==> src/design/crtc_pkg.sv <==
// Shared constants and types for the CRT display-end, offset and underline block
package crtc_pkg;

	// I/O port addresses of the indexed CRT register pair
	localparam logic [15:0] IO_MONO_INDEX = 16'h03B4;
	localparam logic [15:0] IO_MONO_DATA = 16'h03B5;
	localparam logic [15:0] IO_COLOR_INDEX = 16'h03D4;
	localparam logic [15:0] IO_COLOR_DATA = 16'h03D5;

	// Register indices
	localparam logic [7:0] IDX_VDISP_END_LOW = 8'h12;
	localparam logic [7:0] IDX_ROW_OFFSET = 8'h13;
	localparam logic [7:0] IDX_UNDERLINE_MODE = 8'h14;
	localparam logic [7:0] IDX_VBLANK_START_LOW = 8'h15;

	// Reset values of the held registers
	localparam logic [7:0] RST_INDEX = 8'h00;
	localparam logic [7:0] RST_VDISP_END_LOW = 8'h00;
	localparam logic [7:0] RST_ROW_OFFSET = 8'h00;
	localparam logic [6:0] RST_UNDERLINE_MODE = 7'h00;
	localparam logic [7:0] RST_VBLANK_START_LOW = 8'h00;

	// Field positions in underline_and_address_mode
	localparam int UL_DWORD_BIT = 6;
	localparam int UL_COUNT4_BIT = 5;
	localparam int UL_LOC_MSB = 4;
	localparam int UL_LOC_LSB = 0;

	// Field positions in vertical_overflow_bits
	localparam int OVF_VDE_BIT9 = 6;
	localparam int OVF_VDE_BIT8 = 1;

	// Field positions in crt_mode_control
	localparam int CMC_BYTE_MODE_BIT = 6;
	localparam int CMC_COUNT2_BIT = 3;

	// Field position in clocking_mode_control choosing doubleword pitch units
	localparam int CLK_PITCH_DWORD_BIT = 4;

	// Frame buffer addressing modes
	typedef enum logic [1:0] {
		MODE_BYTE = 2'h0,
		MODE_WORD = 2'h1,
		MODE_DWORD = 2'h2
	} addr_mode_t;

	// Counter advance interval as a power of two
	typedef enum logic [1:0] {
		EVERY_1 = 2'h0,
		EVERY_2 = 2'h1,
		EVERY_4 = 2'h2
	} interval_t;

	// Display region states, Gray coded
	typedef enum logic [1:0] {
		ST_IDLE = 2'b00,
		ST_ACTIVE = 2'b01,
		ST_BLANK = 2'b11
	} region_t;

endpackage

==> src/design/crtc_mode_decode.sv <==
// Addressing mode, advance interval and pitch unit decode
module crtc_mode_decode (
	input wire logic dword_sel,
	input wire logic byte_sel,
	input wire logic count4_sel,
	input wire logic count2_sel,
	input wire logic pitch_dword_sel,
	output crtc_pkg::addr_mode_t addr_mode,
	output crtc_pkg::interval_t interval,
	output logic [1:0] pitch_shift
);

	always_comb begin
		if (dword_sel) begin
			addr_mode = crtc_pkg::MODE_DWORD;
		end else if (byte_sel) begin
			addr_mode = crtc_pkg::MODE_BYTE;
		end else begin
			addr_mode = crtc_pkg::MODE_WORD;
		end
		case ({count4_sel, count2_sel})
			2'b00: interval = crtc_pkg::EVERY_1;
			2'b10: interval = crtc_pkg::EVERY_4;
			default: interval = crtc_pkg::EVERY_2;
		endcase
		pitch_shift = pitch_dword_sel ? 2'h2 : 2'h1;
	end

endmodule // crtc_mode_decode

==> src/design/crtc_advance_pacer.sv <==
// Paces memory address counter advances to 1, 2 or 4 character clocks
module crtc_advance_pacer (
	input wire logic clk,
	input wire logic rst_n,
	input wire logic restart,
	input wire logic run,
	input wire crtc_pkg::interval_t interval,
	output logic tick
);

	logic [1:0] phase_ff;

	always_ff @(posedge clk or negedge rst_n) begin
		if (!rst_n) begin
			phase_ff <= 2'h0;
		end else if (restart || !run) begin
			phase_ff <= 2'h0;
		end else begin
			phase_ff <= phase_ff + 2'h1;
		end
	end

	always_comb begin
		case (interval)
			crtc_pkg::EVERY_1: tick = run;
			crtc_pkg::EVERY_2: tick = run && (phase_ff[0] == 1'b1);
			crtc_pkg::EVERY_4: tick = run && (phase_ff == 2'h3);
			default: tick = run;
		endcase
	end

endmodule // crtc_advance_pacer

==> src/design/vga_crtc_display_end_offset_underline.sv <==
// CRT display-end count, row pitch and underline/address-mode registers with fetch addressing
//
// Contract
// - Display-end register is low eight of ten
// - Upper two bits from overflow bits 6,1
// - Offset register is the row address step
// - Offset counts words or doublewords per clocking
// - Underline register bit 7 reads zero
// - Doubleword, byte/word bits choose addressing mode
// - Count bits choose advance every 1/2/4
// - Text underline drawn on selected cell line
// - Cell lines numbered from top, zero first
module vga_crtc_display_end_offset_underline #(
	parameter int ADDR_W = 16
) (
	input wire logic clk,
	input wire logic rst_n,
	input wire logic [15:0] io_addr,
	input wire logic io_wr,
	input wire logic io_rd,
	input wire logic [7:0] io_wdata,
	input wire logic color_sel,
	output logic [7:0] io_rdata_ff,
	output logic io_rdata_valid_ff,
	input wire logic [7:0] vertical_overflow_bits,
	input wire logic [7:0] crt_mode_control,
	input wire logic [7:0] clocking_mode_control,
	input wire logic frame_start,
	input wire logic row_start,
	input wire logic [9:0] scan_line,
	input wire logic [4:0] cell_line,
	input wire logic text_mode,
	input wire logic [ADDR_W-1:0] start_address,
	output logic [9:0] display_end_count_ff,
	output logic display_active_ff,
	output logic last_line_ff,
	output logic underline_on_ff,
	output logic [ADDR_W+1:0] fetch_addr_ff,
	output logic fetch_strobe_ff,
	output logic [1:0] addr_mode_ff,
	output logic [7:0] row_offset_pitch_ff,
	output logic [7:0] vblank_start_low_ff
);

	// Fetch address is ADDR_W plus two shift bits and must stay within 32 bits
	if (ADDR_W < 10 || ADDR_W > 30) begin : g_addr_w_check
		$error("ADDR_W must lie between 10 and 30");
	end

	// Which held register an index selects
	function automatic logic [3:0] index_hit(input logic [7:0] idx);
		index_hit = {idx == crtc_pkg::IDX_VBLANK_START_LOW,
			idx == crtc_pkg::IDX_UNDERLINE_MODE,
			idx == crtc_pkg::IDX_ROW_OFFSET,
			idx == crtc_pkg::IDX_VDISP_END_LOW};
	endfunction

	logic [7:0] index_ff;
	logic [7:0] vdisp_end_low_ff;
	logic [6:0] underline_mode_ff;
	logic [ADDR_W-1:0] ma_ff;
	logic [ADDR_W-1:0] row_base_ff;
	crtc_pkg::region_t region_ff;
	crtc_pkg::region_t nxt_region;

	logic [15:0] index_port;
	logic [15:0] data_port;
	logic index_wr;
	logic data_wr;
	logic index_rd;
	logic data_rd;
	logic [3:0] wr_hit;
	logic [3:0] rd_hit;
	logic [9:0] end_count;
	logic [4:0] underline_loc;
	crtc_pkg::addr_mode_t addr_mode;
	crtc_pkg::interval_t interval;
	logic [1:0] pitch_shift;
	logic advance_tick;
	logic [ADDR_W-1:0] row_step;
	logic [ADDR_W-1:0] nxt_row_base;
	logic [ADDR_W+1:0] nxt_fetch_addr;
	logic in_display;
	logic pacer_run;
	logic pacer_restart;
	logic fetch_go;

	// Port decode, mono or color base
	always_comb begin
		index_port = color_sel ? crtc_pkg::IO_COLOR_INDEX : crtc_pkg::IO_MONO_INDEX;
		data_port = color_sel ? crtc_pkg::IO_COLOR_DATA : crtc_pkg::IO_MONO_DATA;
		index_wr = io_wr && (io_addr == index_port);
		data_wr = io_wr && (io_addr == data_port);
		index_rd = io_rd && (io_addr == index_port);
		data_rd = io_rd && (io_addr == data_port);
		wr_hit = data_wr ? index_hit(index_ff) : 4'h0;
		rd_hit = data_rd ? index_hit(index_ff) : 4'h0;
	end

	// Index register
	always_ff @(posedge clk or negedge rst_n) begin
		if (!rst_n) begin
			index_ff <= crtc_pkg::RST_INDEX;
		end else if (index_wr) begin
			index_ff <= io_wdata;
		end
	end

	// Display-end low byte
	always_ff @(posedge clk or negedge rst_n) begin
		if (!rst_n) begin
			vdisp_end_low_ff <= crtc_pkg::RST_VDISP_END_LOW;
		end else if (wr_hit[0]) begin
			vdisp_end_low_ff <= io_wdata;
		end
	end

	// Row offset pitch
	always_ff @(posedge clk or negedge rst_n) begin
		if (!rst_n) begin
			row_offset_pitch_ff <= crtc_pkg::RST_ROW_OFFSET;
		end else if (wr_hit[1]) begin
			row_offset_pitch_ff <= io_wdata;
		end
	end

	// Underline and address mode, bit 7 not stored
	always_ff @(posedge clk or negedge rst_n) begin
		if (!rst_n) begin
			underline_mode_ff <= crtc_pkg::RST_UNDERLINE_MODE;
		end else if (wr_hit[2]) begin
			underline_mode_ff <= io_wdata[6:0];
		end
	end

	// Vertical blank start low byte, held for the rest of the controller
	always_ff @(posedge clk or negedge rst_n) begin
		if (!rst_n) begin
			vblank_start_low_ff <= crtc_pkg::RST_VBLANK_START_LOW;
		end else if (wr_hit[3]) begin
			vblank_start_low_ff <= io_wdata;
		end
	end

	// Read port: answers the index port and the four held indices
	// Unmatched indices give no valid pulse, so the host sees no answer
	always_ff @(posedge clk or negedge rst_n) begin
		if (!rst_n) begin
			io_rdata_ff <= 8'h00;
			io_rdata_valid_ff <= 1'b0;
		end else begin
			io_rdata_valid_ff <= index_rd || (rd_hit != 4'h0);
			if (index_rd) begin
				io_rdata_ff <= index_ff;
			end else if (rd_hit[0]) begin
				io_rdata_ff <= vdisp_end_low_ff;
			end else if (rd_hit[1]) begin
				io_rdata_ff <= row_offset_pitch_ff;
			end else if (rd_hit[2]) begin
				io_rdata_ff <= {1'b0, underline_mode_ff};
			end else if (rd_hit[3]) begin
				io_rdata_ff <= vblank_start_low_ff;
			end else begin
				io_rdata_ff <= 8'h00;
			end
		end
	end

	// Ten-bit last active line; software loads lines minus one
	always_comb begin
		end_count = {vertical_overflow_bits[crtc_pkg::OVF_VDE_BIT9],
			vertical_overflow_bits[crtc_pkg::OVF_VDE_BIT8],
			vdisp_end_low_ff};
		underline_loc = underline_mode_ff[crtc_pkg::UL_LOC_MSB:crtc_pkg::UL_LOC_LSB];
		in_display = scan_line <= end_count;
		pacer_run = (region_ff == crtc_pkg::ST_ACTIVE) && in_display;
		pacer_restart = frame_start || row_start;
	end

	crtc_mode_decode u_mode_decode (
		.dword_sel(underline_mode_ff[crtc_pkg::UL_DWORD_BIT]),
		.byte_sel(crt_mode_control[crtc_pkg::CMC_BYTE_MODE_BIT]),
		.count4_sel(underline_mode_ff[crtc_pkg::UL_COUNT4_BIT]),
		.count2_sel(crt_mode_control[crtc_pkg::CMC_COUNT2_BIT]),
		.pitch_dword_sel(clocking_mode_control[crtc_pkg::CLK_PITCH_DWORD_BIT]),
		.addr_mode(addr_mode),
		.interval(interval),
		.pitch_shift(pitch_shift)
	);

	// Display region tracking
	always_comb begin
		case (region_ff)
			crtc_pkg::ST_IDLE: begin
				nxt_region = frame_start ? crtc_pkg::ST_ACTIVE : crtc_pkg::ST_IDLE;
			end
			crtc_pkg::ST_ACTIVE: begin
				if (frame_start) begin
					nxt_region = crtc_pkg::ST_ACTIVE;
				end else if (row_start && !in_display) begin
					nxt_region = crtc_pkg::ST_BLANK;
				end else begin
					nxt_region = crtc_pkg::ST_ACTIVE;
				end
			end
			crtc_pkg::ST_BLANK: begin
				nxt_region = frame_start ? crtc_pkg::ST_ACTIVE : crtc_pkg::ST_BLANK;
			end
			default: nxt_region = crtc_pkg::ST_IDLE;
		endcase
	end

	// Leaving active waits for a row boundary so a row is never cut
	always_ff @(posedge clk or negedge rst_n) begin
		if (!rst_n) begin
			region_ff <= crtc_pkg::ST_IDLE;
		end else begin
			region_ff <= nxt_region;
		end
	end

	// Counter runs only inside the active lines of a started frame
	crtc_advance_pacer u_pacer (
		.clk(clk),
		.rst_n(rst_n),
		.restart(pacer_restart),
		.run(pacer_run),
		.interval(interval),
		.tick(advance_tick)
	);

	// Row step and shifted fetch address
	always_comb begin
		row_step = ADDR_W'({row_offset_pitch_ff, 2'b00} >> (2'h2 - pitch_shift));
		nxt_row_base = row_base_ff + row_step;
		// A restart reloads the counter, so its cycle issues no fetch
		fetch_go = advance_tick && !pacer_restart;
		case (addr_mode)
			crtc_pkg::MODE_BYTE: nxt_fetch_addr = {2'b00, ma_ff};
			crtc_pkg::MODE_WORD: nxt_fetch_addr = {1'b0, ma_ff, 1'b0};
			crtc_pkg::MODE_DWORD: nxt_fetch_addr = {ma_ff, 2'b00};
			default: nxt_fetch_addr = {2'b00, ma_ff};
		endcase
	end

	// Memory address counter and row base
	always_ff @(posedge clk or negedge rst_n) begin
		if (!rst_n) begin
			ma_ff <= '0;
			row_base_ff <= '0;
		end else if (frame_start) begin
			ma_ff <= start_address;
			row_base_ff <= start_address;
		end else if (row_start) begin
			ma_ff <= nxt_row_base;
			row_base_ff <= nxt_row_base;
		end else if (advance_tick) begin
			ma_ff <= ma_ff + ADDR_W'(1);
		end
	end

	// Fetch request
	always_ff @(posedge clk or negedge rst_n) begin
		if (!rst_n) begin
			fetch_addr_ff <= '0;
			fetch_strobe_ff <= 1'b0;
		end else begin
			fetch_strobe_ff <= fetch_go;
			if (fetch_go) begin
				fetch_addr_ff <= nxt_fetch_addr;
			end
		end
	end

	// Status outputs
	always_ff @(posedge clk or negedge rst_n) begin
		if (!rst_n) begin
			display_end_count_ff <= 10'h000;
			display_active_ff <= 1'b0;
			last_line_ff <= 1'b0;
			addr_mode_ff <= 2'h0;
		end else begin
			display_end_count_ff <= end_count;
			display_active_ff <= (nxt_region == crtc_pkg::ST_ACTIVE) && in_display;
			last_line_ff <= (region_ff == crtc_pkg::ST_ACTIVE) && (scan_line == end_count);
			addr_mode_ff <= addr_mode;
		end
	end

	// Underline on the chosen cell line, line 0 at top
	always_ff @(posedge clk or negedge rst_n) begin
		if (!rst_n) begin
			underline_on_ff <= 1'b0;
		end else begin
			underline_on_ff <= text_mode && (cell_line == underline_loc);
		end
	end

endmodule // vga_crtc_display_end_offset_underline

==> config.mk <==
export PLATFORM = sky130hd
export DESIGN_NAME = vga_crtc_display_end_offset_underline
export DESIGN_NICKNAME = d
export VERILOG_FILES = /design/src/design/crtc_pkg.sv /design/src/design/crtc_mode_decode.sv /design/src/design/crtc_advance_pacer.sv /design/src/design/vga_crtc_display_end_offset_underline.sv
export SDC_FILE = /design/constraint.sdc
export NUM_CORES = 1
export LEC_CHECK = 0
export BUFFER_PORTS_ARGS = -buffer_cell sky130_fd_sc_hd__buf_2
export CAP_MARGIN = 10
export CORE_MARGIN = 2
export CORE_UTILIZATION = 55
export CTS_CLUSTER_DIAMETER = 50
export DETAILED_ROUTE_END_ITERATION = 8
export PLACE_DENSITY_LB_ADDON = 0.08
export SYNTH_ARGS = -nofsm -noshare
export SYNTH_HDL_FRONTEND = slang
export SYNTH_SLANG_ARGS = --single-unit
==> constraint.sdc <==
create_clock -name clk -period 3.5 [get_ports clk]
set_clock_uncertainty 0.05 [all_clocks]
set_input_delay 0.7 -clock clk [delete_from_list [all_inputs] [get_ports clk]]
set_output_delay 0.7 -clock clk [all_outputs]
set_load 0.02 [all_outputs]
==> results of run 1 <==
-- cell usage after synthesis, types with 3 or more instances --
library cell,n
a211oi_1,4
a21boi_0,4
a21o_1,9
a21oi_1,54
a221oi_1,7
a22oi_1,7
a31o_2,3
a31oi_1,7
and2_1,4
and3_1,8
and4_1,4
buf_2,6
clkbuf_1,24
dfrtp_1,118
ha_1,21
inv_1,25
mux2_2,39
mux2i_1,16
nand2_1,72
nand2b_1,5
nand3_1,13
nand3b_1,3
nand4_1,7
nor2_1,59
nor2b_1,10
nor3_1,9
nor4_1,4
o21a_1,5
o21ai_0,43
o22ai_1,3
o31ai_1,13
or3_1,3
xnor2_1,8
xor2_1,8
-- flip-flops by register name (all words and copies together) (netlist names), 2 cells and up --
name and flops:
addr_mode_ff 2, row_base_ff 16, display_end_count_ff 10, underline_mode_ff 7, fetch_addr_ff 18, row_offset_pitch_ff 8, u_pacer.phase_ff 2, index_ff 8
ma_ff 16, vdisp_end_low_ff 8, region_ff 2, io_rdata_ff 8, vblank_start_low_ff 8
-- logic make-up (layout without fill, tap and decap cells) --
group / Yosys count / count (layout) / share of synthesized area
buffers and inverters: 58 / 200 / 0.0353
xor gates and xnor gates: 16 / 16 / 0.0218
adders and majority gates: 22 / 22 / 0.0441
AOI/OAI and AO/OA: 179 / 179 / 0.177
DFF: 118 / 118 / 0.460
muxes: 55 / 55 / 0.0934
and+or+nand+nor: 217 / 217 / 0.169
-- area by class of cell --
| type | instances | area [um2] |
|---|---|---|
| clock buffer | 24 | 492 |
| clock inverter | 8 | 96.3 |
| fill | 940 | 3610 |
| inverter | 25 | 93.8 |
| multi-input combinational | 489 | 3240 |
| sequential | 118 | 2950 |
| tap | 143 | 179 |
| timing repair buffer | 143 | 758 |
-- critical path, stage by stage --
cell and delay, ps:
buf_2 190, mux2_2 360, ha_1 330, nor2b_1 170
o31ai_1 370, a21oi_1 230, a2111o_1 450, and4_1 250
a21oi_1 150, a2bb2oi_1 170
-- where the power goes --
group	switching (W)	total (W)	leakage [nW]	internal [W]
logic	0.000313	0.000512	2.07	0.000200
registers	0.0000910	0.00155	1.49	0.00146
clock network	0.000599	0.00172	0.290	0.00112
total	0.00100	0.00378	3.86	0.00278
-- how the worst min path moves through the flow --
stage	startpoint	to	slack (ps)	depth (start not counted)
finish	rst_n	underline_mode_ff[0]$_DFFE_PN0P_	350	1
global route	vertical_overflow_bits[1]	display_end_count_ff[8]$_DFF_PN0_	340	1
CTS	vertical_overflow_bits[6]	display_end_count_ff[9]$_DFF_PN0_	350	1
detailed placement	vdisp_end_low_ff[3]$_DFFE_PN0P_	display_end_count_ff[3]$_DFF_PN0_	350	0
global placement	vdisp_end_low_ff[2]$_DFFE_PN0P_	display_end_count_ff[2]$_DFF_PN0_	350	0
floorplan	underline_mode_ff[6]$_DFFE_PN0P_	addr_mode_ff[1]$_DFF_PN0_	300	0
-- routing by layer --
metal	vias to the layer above	track usage	wire length (um)
met3	29	0.0740	1470
met2	242	0.410	7360
met1	2670	0.395	7580
met4	0	0.102	337
met5	-	0	0
li1	2658	-	-
-- per-stage QoR --
stage                     std cells  power (W)
final                           950    0.00378
after global placement          917    0.00207
after detailed placement        917    0.00208
after CTS                       949    0.00380
after floorplan                 665    0.00187
after global routing            950    0.00394
-- placed cells by master (no fill, tap or decap), types with 3 or more instances in the layout --
master       n
o21a_1       5
nand3b_1     3
buf_2      126
xor2_1       8
clkbuf_16   17
clkbuf_1     3
a22oi_1      7
nand2b_1     5
and2_1       4
o31ai_1     13
nor4_1       4
buf_4       17
a31oi_1      7
a31o_2       3
and4_1       4
and3_1       8
mux2_2      39
a21o_1       9
o21ai_0     43
clkinv_2     4
a221oi_1     7
ha_1        21
nor3_1       9
mux2i_1     16
a21oi_1     54
a21boi_0     4
xnor2_1      8
nand2_1     72
a211oi_1     4
nor2_1      59
inv_1       25
nand3_1     13
o22ai_1      3
clkbuf_8     4
dfrtp_1    118
or3_1        3
nand4_1      7
nor2b_1     10
==> flow_metrics.env, run 1 <==
export IMPL_status="complete, no violations"
export IMPL_setup_tns_ps=0
export IMPL_numCtsBuffers=17
export IMPL_start_util=0.562
export IMPL_synthCells=665
export IMPL_drt_total_wl_um=16800
export IMPL_worst_slack_ps=418
export IMPL_grt_start_max_net_pins=68
export IMPL_synth_warnings=0
export IMPL_cts_htree_levels=4
export IMPL_slew_headroom=0.421
export IMPL_cts_resized_gates=0
export IMPL_crit_fanout=9
export IMPL_hold_viol=0
export IMPL_min_path_type="input port to asynchronous set/reset pin"
export IMPL_synth_top_cell_by_area="dfrtp_1"
export IMPL_crit_end="ma_ff[15]$_DFFE_PN0P_"
export IMPL_synth_edff_count=0
export IMPL_fp_dieArea_mm2=0.0125
export IMPL_clock_root_buffer="clkbuf_16"
export IMPL_ir_worst_vdd_uv=413
export IMPL_max_slew_worst_pin_slew_ps=868
export IMPL_synth_nets=774
export IMPL_clk_pin_slew_ps=50
export IMPL_worstSetupPathType="input port to register"
export IMPL_ioPinCount=146
export IMPL_synth_cell_types=65
export IMPL_vias=5599
export IMPL_ys_ff_latch=118
export IMPL_drt_iter0_markers=371
export IMPL_maxClockFrequency_mhz=325
export IMPL_cts_setup_buffers=0
export IMPL_critPathArrivalTime_ps=3370
export IMPL_period_minus_slack_ps=3080
export IMPL_ys_seq_area_frac=0.460
export IMPL_cp_start_kind="input port"
export IMPL_rr_worst_depth=9
export IMPL_crit_start="clocking_mode_control[4]"
export IMPL_syn_area_per_cell_um2=9.65
export IMPL_final_area_mm2=0.00781
export IMPL_drt_vias_per_instance=5.89
export IMPL_clock_latency_ps=410
export IMPL_rsz0062_at_grt="false"
export IMPL_setup_viol=0
export IMPL_rows=39
export IMPL_place_congestion=0.890
export IMPL_dieHeight_um=112
export IMPL_die_x_um=112
export IMPL_cts_sinks=118
export IMPL_grt_overflow=0
export IMPL_hold_buffers=0
export IMPL_core_mm2=0.0114
export IMPL_drive_gt1_frac=0.280
export IMPL_drtAntennaViolNets=0
export IMPL_ys_async_sr_fraction=1.00
export IMPL_pre_cts_ws_ps=29.0
export IMPL_r2r_start="row_offset_pitch_ff[2]$_DFFE_PN0P_"
export IMPL_grt_pass1_wl_um=27200
export IMPL_postPlaceCellArea_mm2=0.00722
export IMPL_antenna_found_initial=0
export IMPL_critPathRequiredTime_ps=3790
export IMPL_cts_tree="done"
export IMPL_power_density_mw_per_mm2=484
export IMPL_worstReg2RegEnd="ma_ff[15]$_DFFE_PN0P_"
export IMPL_hpwlAfterDp_um=12200
export IMPL_clockBufferDepth=2
export IMPL_num_antenna_cells=0
export IMPL_final_core_util=0.684
export IMPL_max_cap_viol_count=0
export IMPL_synth_top_cell_area_share=0.460
export IMPL_synth_top_flop_cell="dfrtp_1"
export IMPL_holdWs_ps=348
export IMPL_first_global_vias=5425
export IMPL_post_route_drc_count=0
export IMPL_final_nets=903
export IMPL_power_leakage_nw=3.86
export IMPL_synthTopCellsByArea="dfrtp_1 46%, mux2_2 6.8%, a21oi_1 4.2%"
export IMPL_drt_first_pass_iters=5
export IMPL_grt_util_all_layers=0.277
export IMPL_reg2reg_slack_ps=530
export IMPL_wire_per_inst_um=17.6
export IMPL_slew_viol_final=0
export IMPL_period_share=0.880
export IMPL_crit_path_end_kind="register"
export IMPL_portBuffers=126
export IMPL_area_growth_pct=21.7
export IMPL_synth_area_mm2=0.00642
No activity file was read; power rests on OpenSTA's default activity.
==> run 2: changes to the inputs <==
--- a/config.mk
+++ b/config.mk
@@ -7,6 +7,7 @@
 export LEC_CHECK = 0
 export BUFFER_PORTS_ARGS = -buffer_cell sky130_fd_sc_hd__buf_2
 export CAP_MARGIN = 10
+export CORE_ASPECT_RATIO = 0.7
 export CORE_MARGIN = 2
 export CORE_UTILIZATION = 55
 export CTS_CLUSTER_DIAMETER = 50
==> constraint.sdc (replaced) <==
create_clock -name clk -period 3.5 [get_ports clk]
set_clock_uncertainty 0.05 [all_clocks]
set_input_delay 0.7 -clock clk [delete_from_list [all_inputs] [get_ports clk]]
set_output_delay 0.7 -clock clk [all_outputs]
set_load 0.01 [all_outputs]
==> run 2 against run 1 <==
Against the previous run:
- routed wire length up 3.8%
- sequential share of layout area fell by 0.22 points
- fmax decreased by 5.7%
- non-clock buffer count decreased by 6
- largest power group unchanged
- worst setup slack got worse by 190 ps
- die area grew 0.11%
==> flow_metrics.env, run 2 (synthesis results as in run 1) <==
export IMPL_clk_pin_slew_ps=50
export IMPL_fin_cells=954
export IMPL_final_common_cell="buf_2"
export IMPL_final_cell_mix="125 x buf_2, 118 x dfrtp_1, 72 x nand2_1, 59 x nor2_1, 54 x a21oi_1"
export IMPL_setup_viol=0
export IMPL_power_w=0.00396
export IMPL_grt_busiest_layer="met1"
export IMPL_postPlaceCellArea_mm2=0.00720
export IMPL_cts_htree_levels=4
export IMPL_slew_headroom=0.412
export IMPL_drt_iter0_markers=602
export IMPL_period_share=0.934
export IMPL_vias=5685
export IMPL_use_met1=0.449
export IMPL_use_met2=0.403
export IMPL_cts_sinks=118
export IMPL_grt_use_met3=0.0751
export IMPL_portBuffers=126
export IMPL_critPathRequiredTime_ps=3800
export IMPL_worstSetupPathType="input port to register"
export IMPL_clockBufferDepth=2
export IMPL_drt_vias_per_instance=5.96
export IMPL_min_path_type="input port to asynchronous set/reset pin"
export IMPL_top_regs="fetch_addr_ff x18, ma_ff x16, row_base_ff x16"
export IMPL_cts_tree="done"
export IMPL_final_area_mm2=0.00786
export IMPL_clock_latency_ps=410
export IMPL_p_sw_w=0.000987
export IMPL_die_x_um=133
export IMPL_clock_root_buffer="clkbuf_16"
export IMPL_status="complete, no violations"
export IMPL_hold_viol=0
export IMPL_period_minus_slack_ps=3270
export IMPL_wire_per_inst_um=18.2
export IMPL_grt_pass1_wl_um=28100
export IMPL_area_growth_pct=22.4
export IMPL_max_slew_worst_pin_slew_ps=871
export IMPL_power_frac_comb=0.120
export IMPL_max_cap_viol_count=0
export IMPL_antenna_found_initial=1
export IMPL_power_share_sequential=0.393
export IMPL_grt_start_max_net_pins=119
export IMPL_grt_util_all_layers=0.291
export IMPL_crit_path_end_kind="register"
export IMPL_hold_buffers=0
export IMPL_num_antenna_cells=0
export IMPL_drtAntennaViolNets=0
export IMPL_maxClockFrequency_mhz=306
export IMPL_power_frac_clock=0.487
export IMPL_grt_overflow=0
export IMPL_post_route_drc_count=0
export IMPL_first_global_vias=5443
export IMPL_dieHeight_um=94.4
export IMPL_cp_start_kind="input port"
export IMPL_rsz0062_at_grt="false"
export IMPL_drt_first_pass_iters=6
export IMPL_max_flop_register="fetch_addr_ff"
export IMPL_ioPinCount=146
export IMPL_rows=32
export IMPL_fp_dieArea_mm2=0.0126
export IMPL_slew_viol_final=0
export IMPL_setup_tns_ps=0
export IMPL_final_core_util=0.701
export IMPL_final_nets=897
export IMPL_drive_gt1_frac=0.273
export IMPL_place_inst=922
export IMPL_critPathArrivalTime_ps=3570
export IMPL_core_mm2=0.0112
export IMPL_place_congestion=0.941
export IMPL_swShare=0.249
export IMPL_power_leakage_nw=3.86
export IMPL_intPower_w=0.00298
export IMPL_ir_worst_vdd_uv=350
export IMPL_hpwlAfterDp_um=12400
export IMPL_power_density_mw_per_mm2=505
export IMPL_cts_resized_gates=0
export IMPL_drt_total_wl_um=17400
export IMPL_numCtsBuffers=17
export IMPL_crit_fanout=9
export IMPL_start_util=0.572
export IMPL_cts_setup_buffers=0
export IMPL_largest_reg_flops=18
run 2: cell count changes in the layout (fill, tap and decap cells not counted), sizes merged:
cell      before  now
buf          143  137
bufinv         2    5
clkinv         5    3
clkinvlp       1    0
run 2: area by class of cell:
type | instances | area (um2)
clock buffer | 24 | 482
timing repair buffer | 137 | 728
inverter | 25 | 93.8
sequential | 118 | 2950
multi-input combinational | 489 | 3240
fill | 870 | 3360
tap | 153 | 191
clock inverter | 8 | 169
run 2: metal layers:
metal,routed length (um),up-vias
met5,13,-
met4,253,2
met3,1590,32
met2,7030,269
met1,8500,2734
li1,-,2648
run 2: path summary, 6_finish.rpt:
| path | from | to | slack [ps] | cells past startpoint |
|---|---|---|---|---|
| min | rst_n | display_end_count_ff[2]$_DFF_PN0_ | 320 | 2 |
| min in group clk | vdisp_end_low_ff[6]$_DFFE_PN0P_ | display_end_count_ff[6]$_DFF_PN0_ | 350 | 0 |
| max | clocking_mode_control[4] | ma_ff[7]$_DFFE_PN0P_ | 230 | 9 |
| min reg2reg | vdisp_end_low_ff[6]$_DFFE_PN0P_ | display_end_count_ff[6]$_DFF_PN0_ | 350 | 0 |
| max reg2reg | row_offset_pitch_ff[1]$_DFFE_PN0P_ | ma_ff[7]$_DFFE_PN0P_ | 360 | 8 |
| max in group asynchronous | rst_n | ma_ff[14]$_DFFE_PN0P_ | 2630 | 2 |
run 2: worst max-delay path: stages:
cell	delay (ps)
buf_2	200
mux2_2	360
ha_1	320
nor2b_1	180
o31ai_1	420
a21boi_0	220
o311ai_0	800
a211o_1	190
o221a_2	170
run 2: metrics by stage:
step	setup slack (ps)	hold WS [ps]
2_1_floorplan	211	302
5_1_grt	250	352
3_3_place_gp	105	345
4_1_cts	345	353
6_report	231	319
3_5_place_dp	-42.3	343
run 2: power by group through the flow:
| stage | logic (W) | registers (W) | clock network [W] |
|---|---|---|---|
| detailed placement | 0.000468 | 0.00158 | 0 |
| global route | 0.000530 | 0.00157 | 0.00201 |
| floorplan | 0.000254 | 0.00157 | 0 |
| finish | 0.000475 | 0.00156 | 0.00193 |
| global placement | 0.000453 | 0.00157 | 0 |
| CTS | 0.000472 | 0.00155 | 0.00194 |
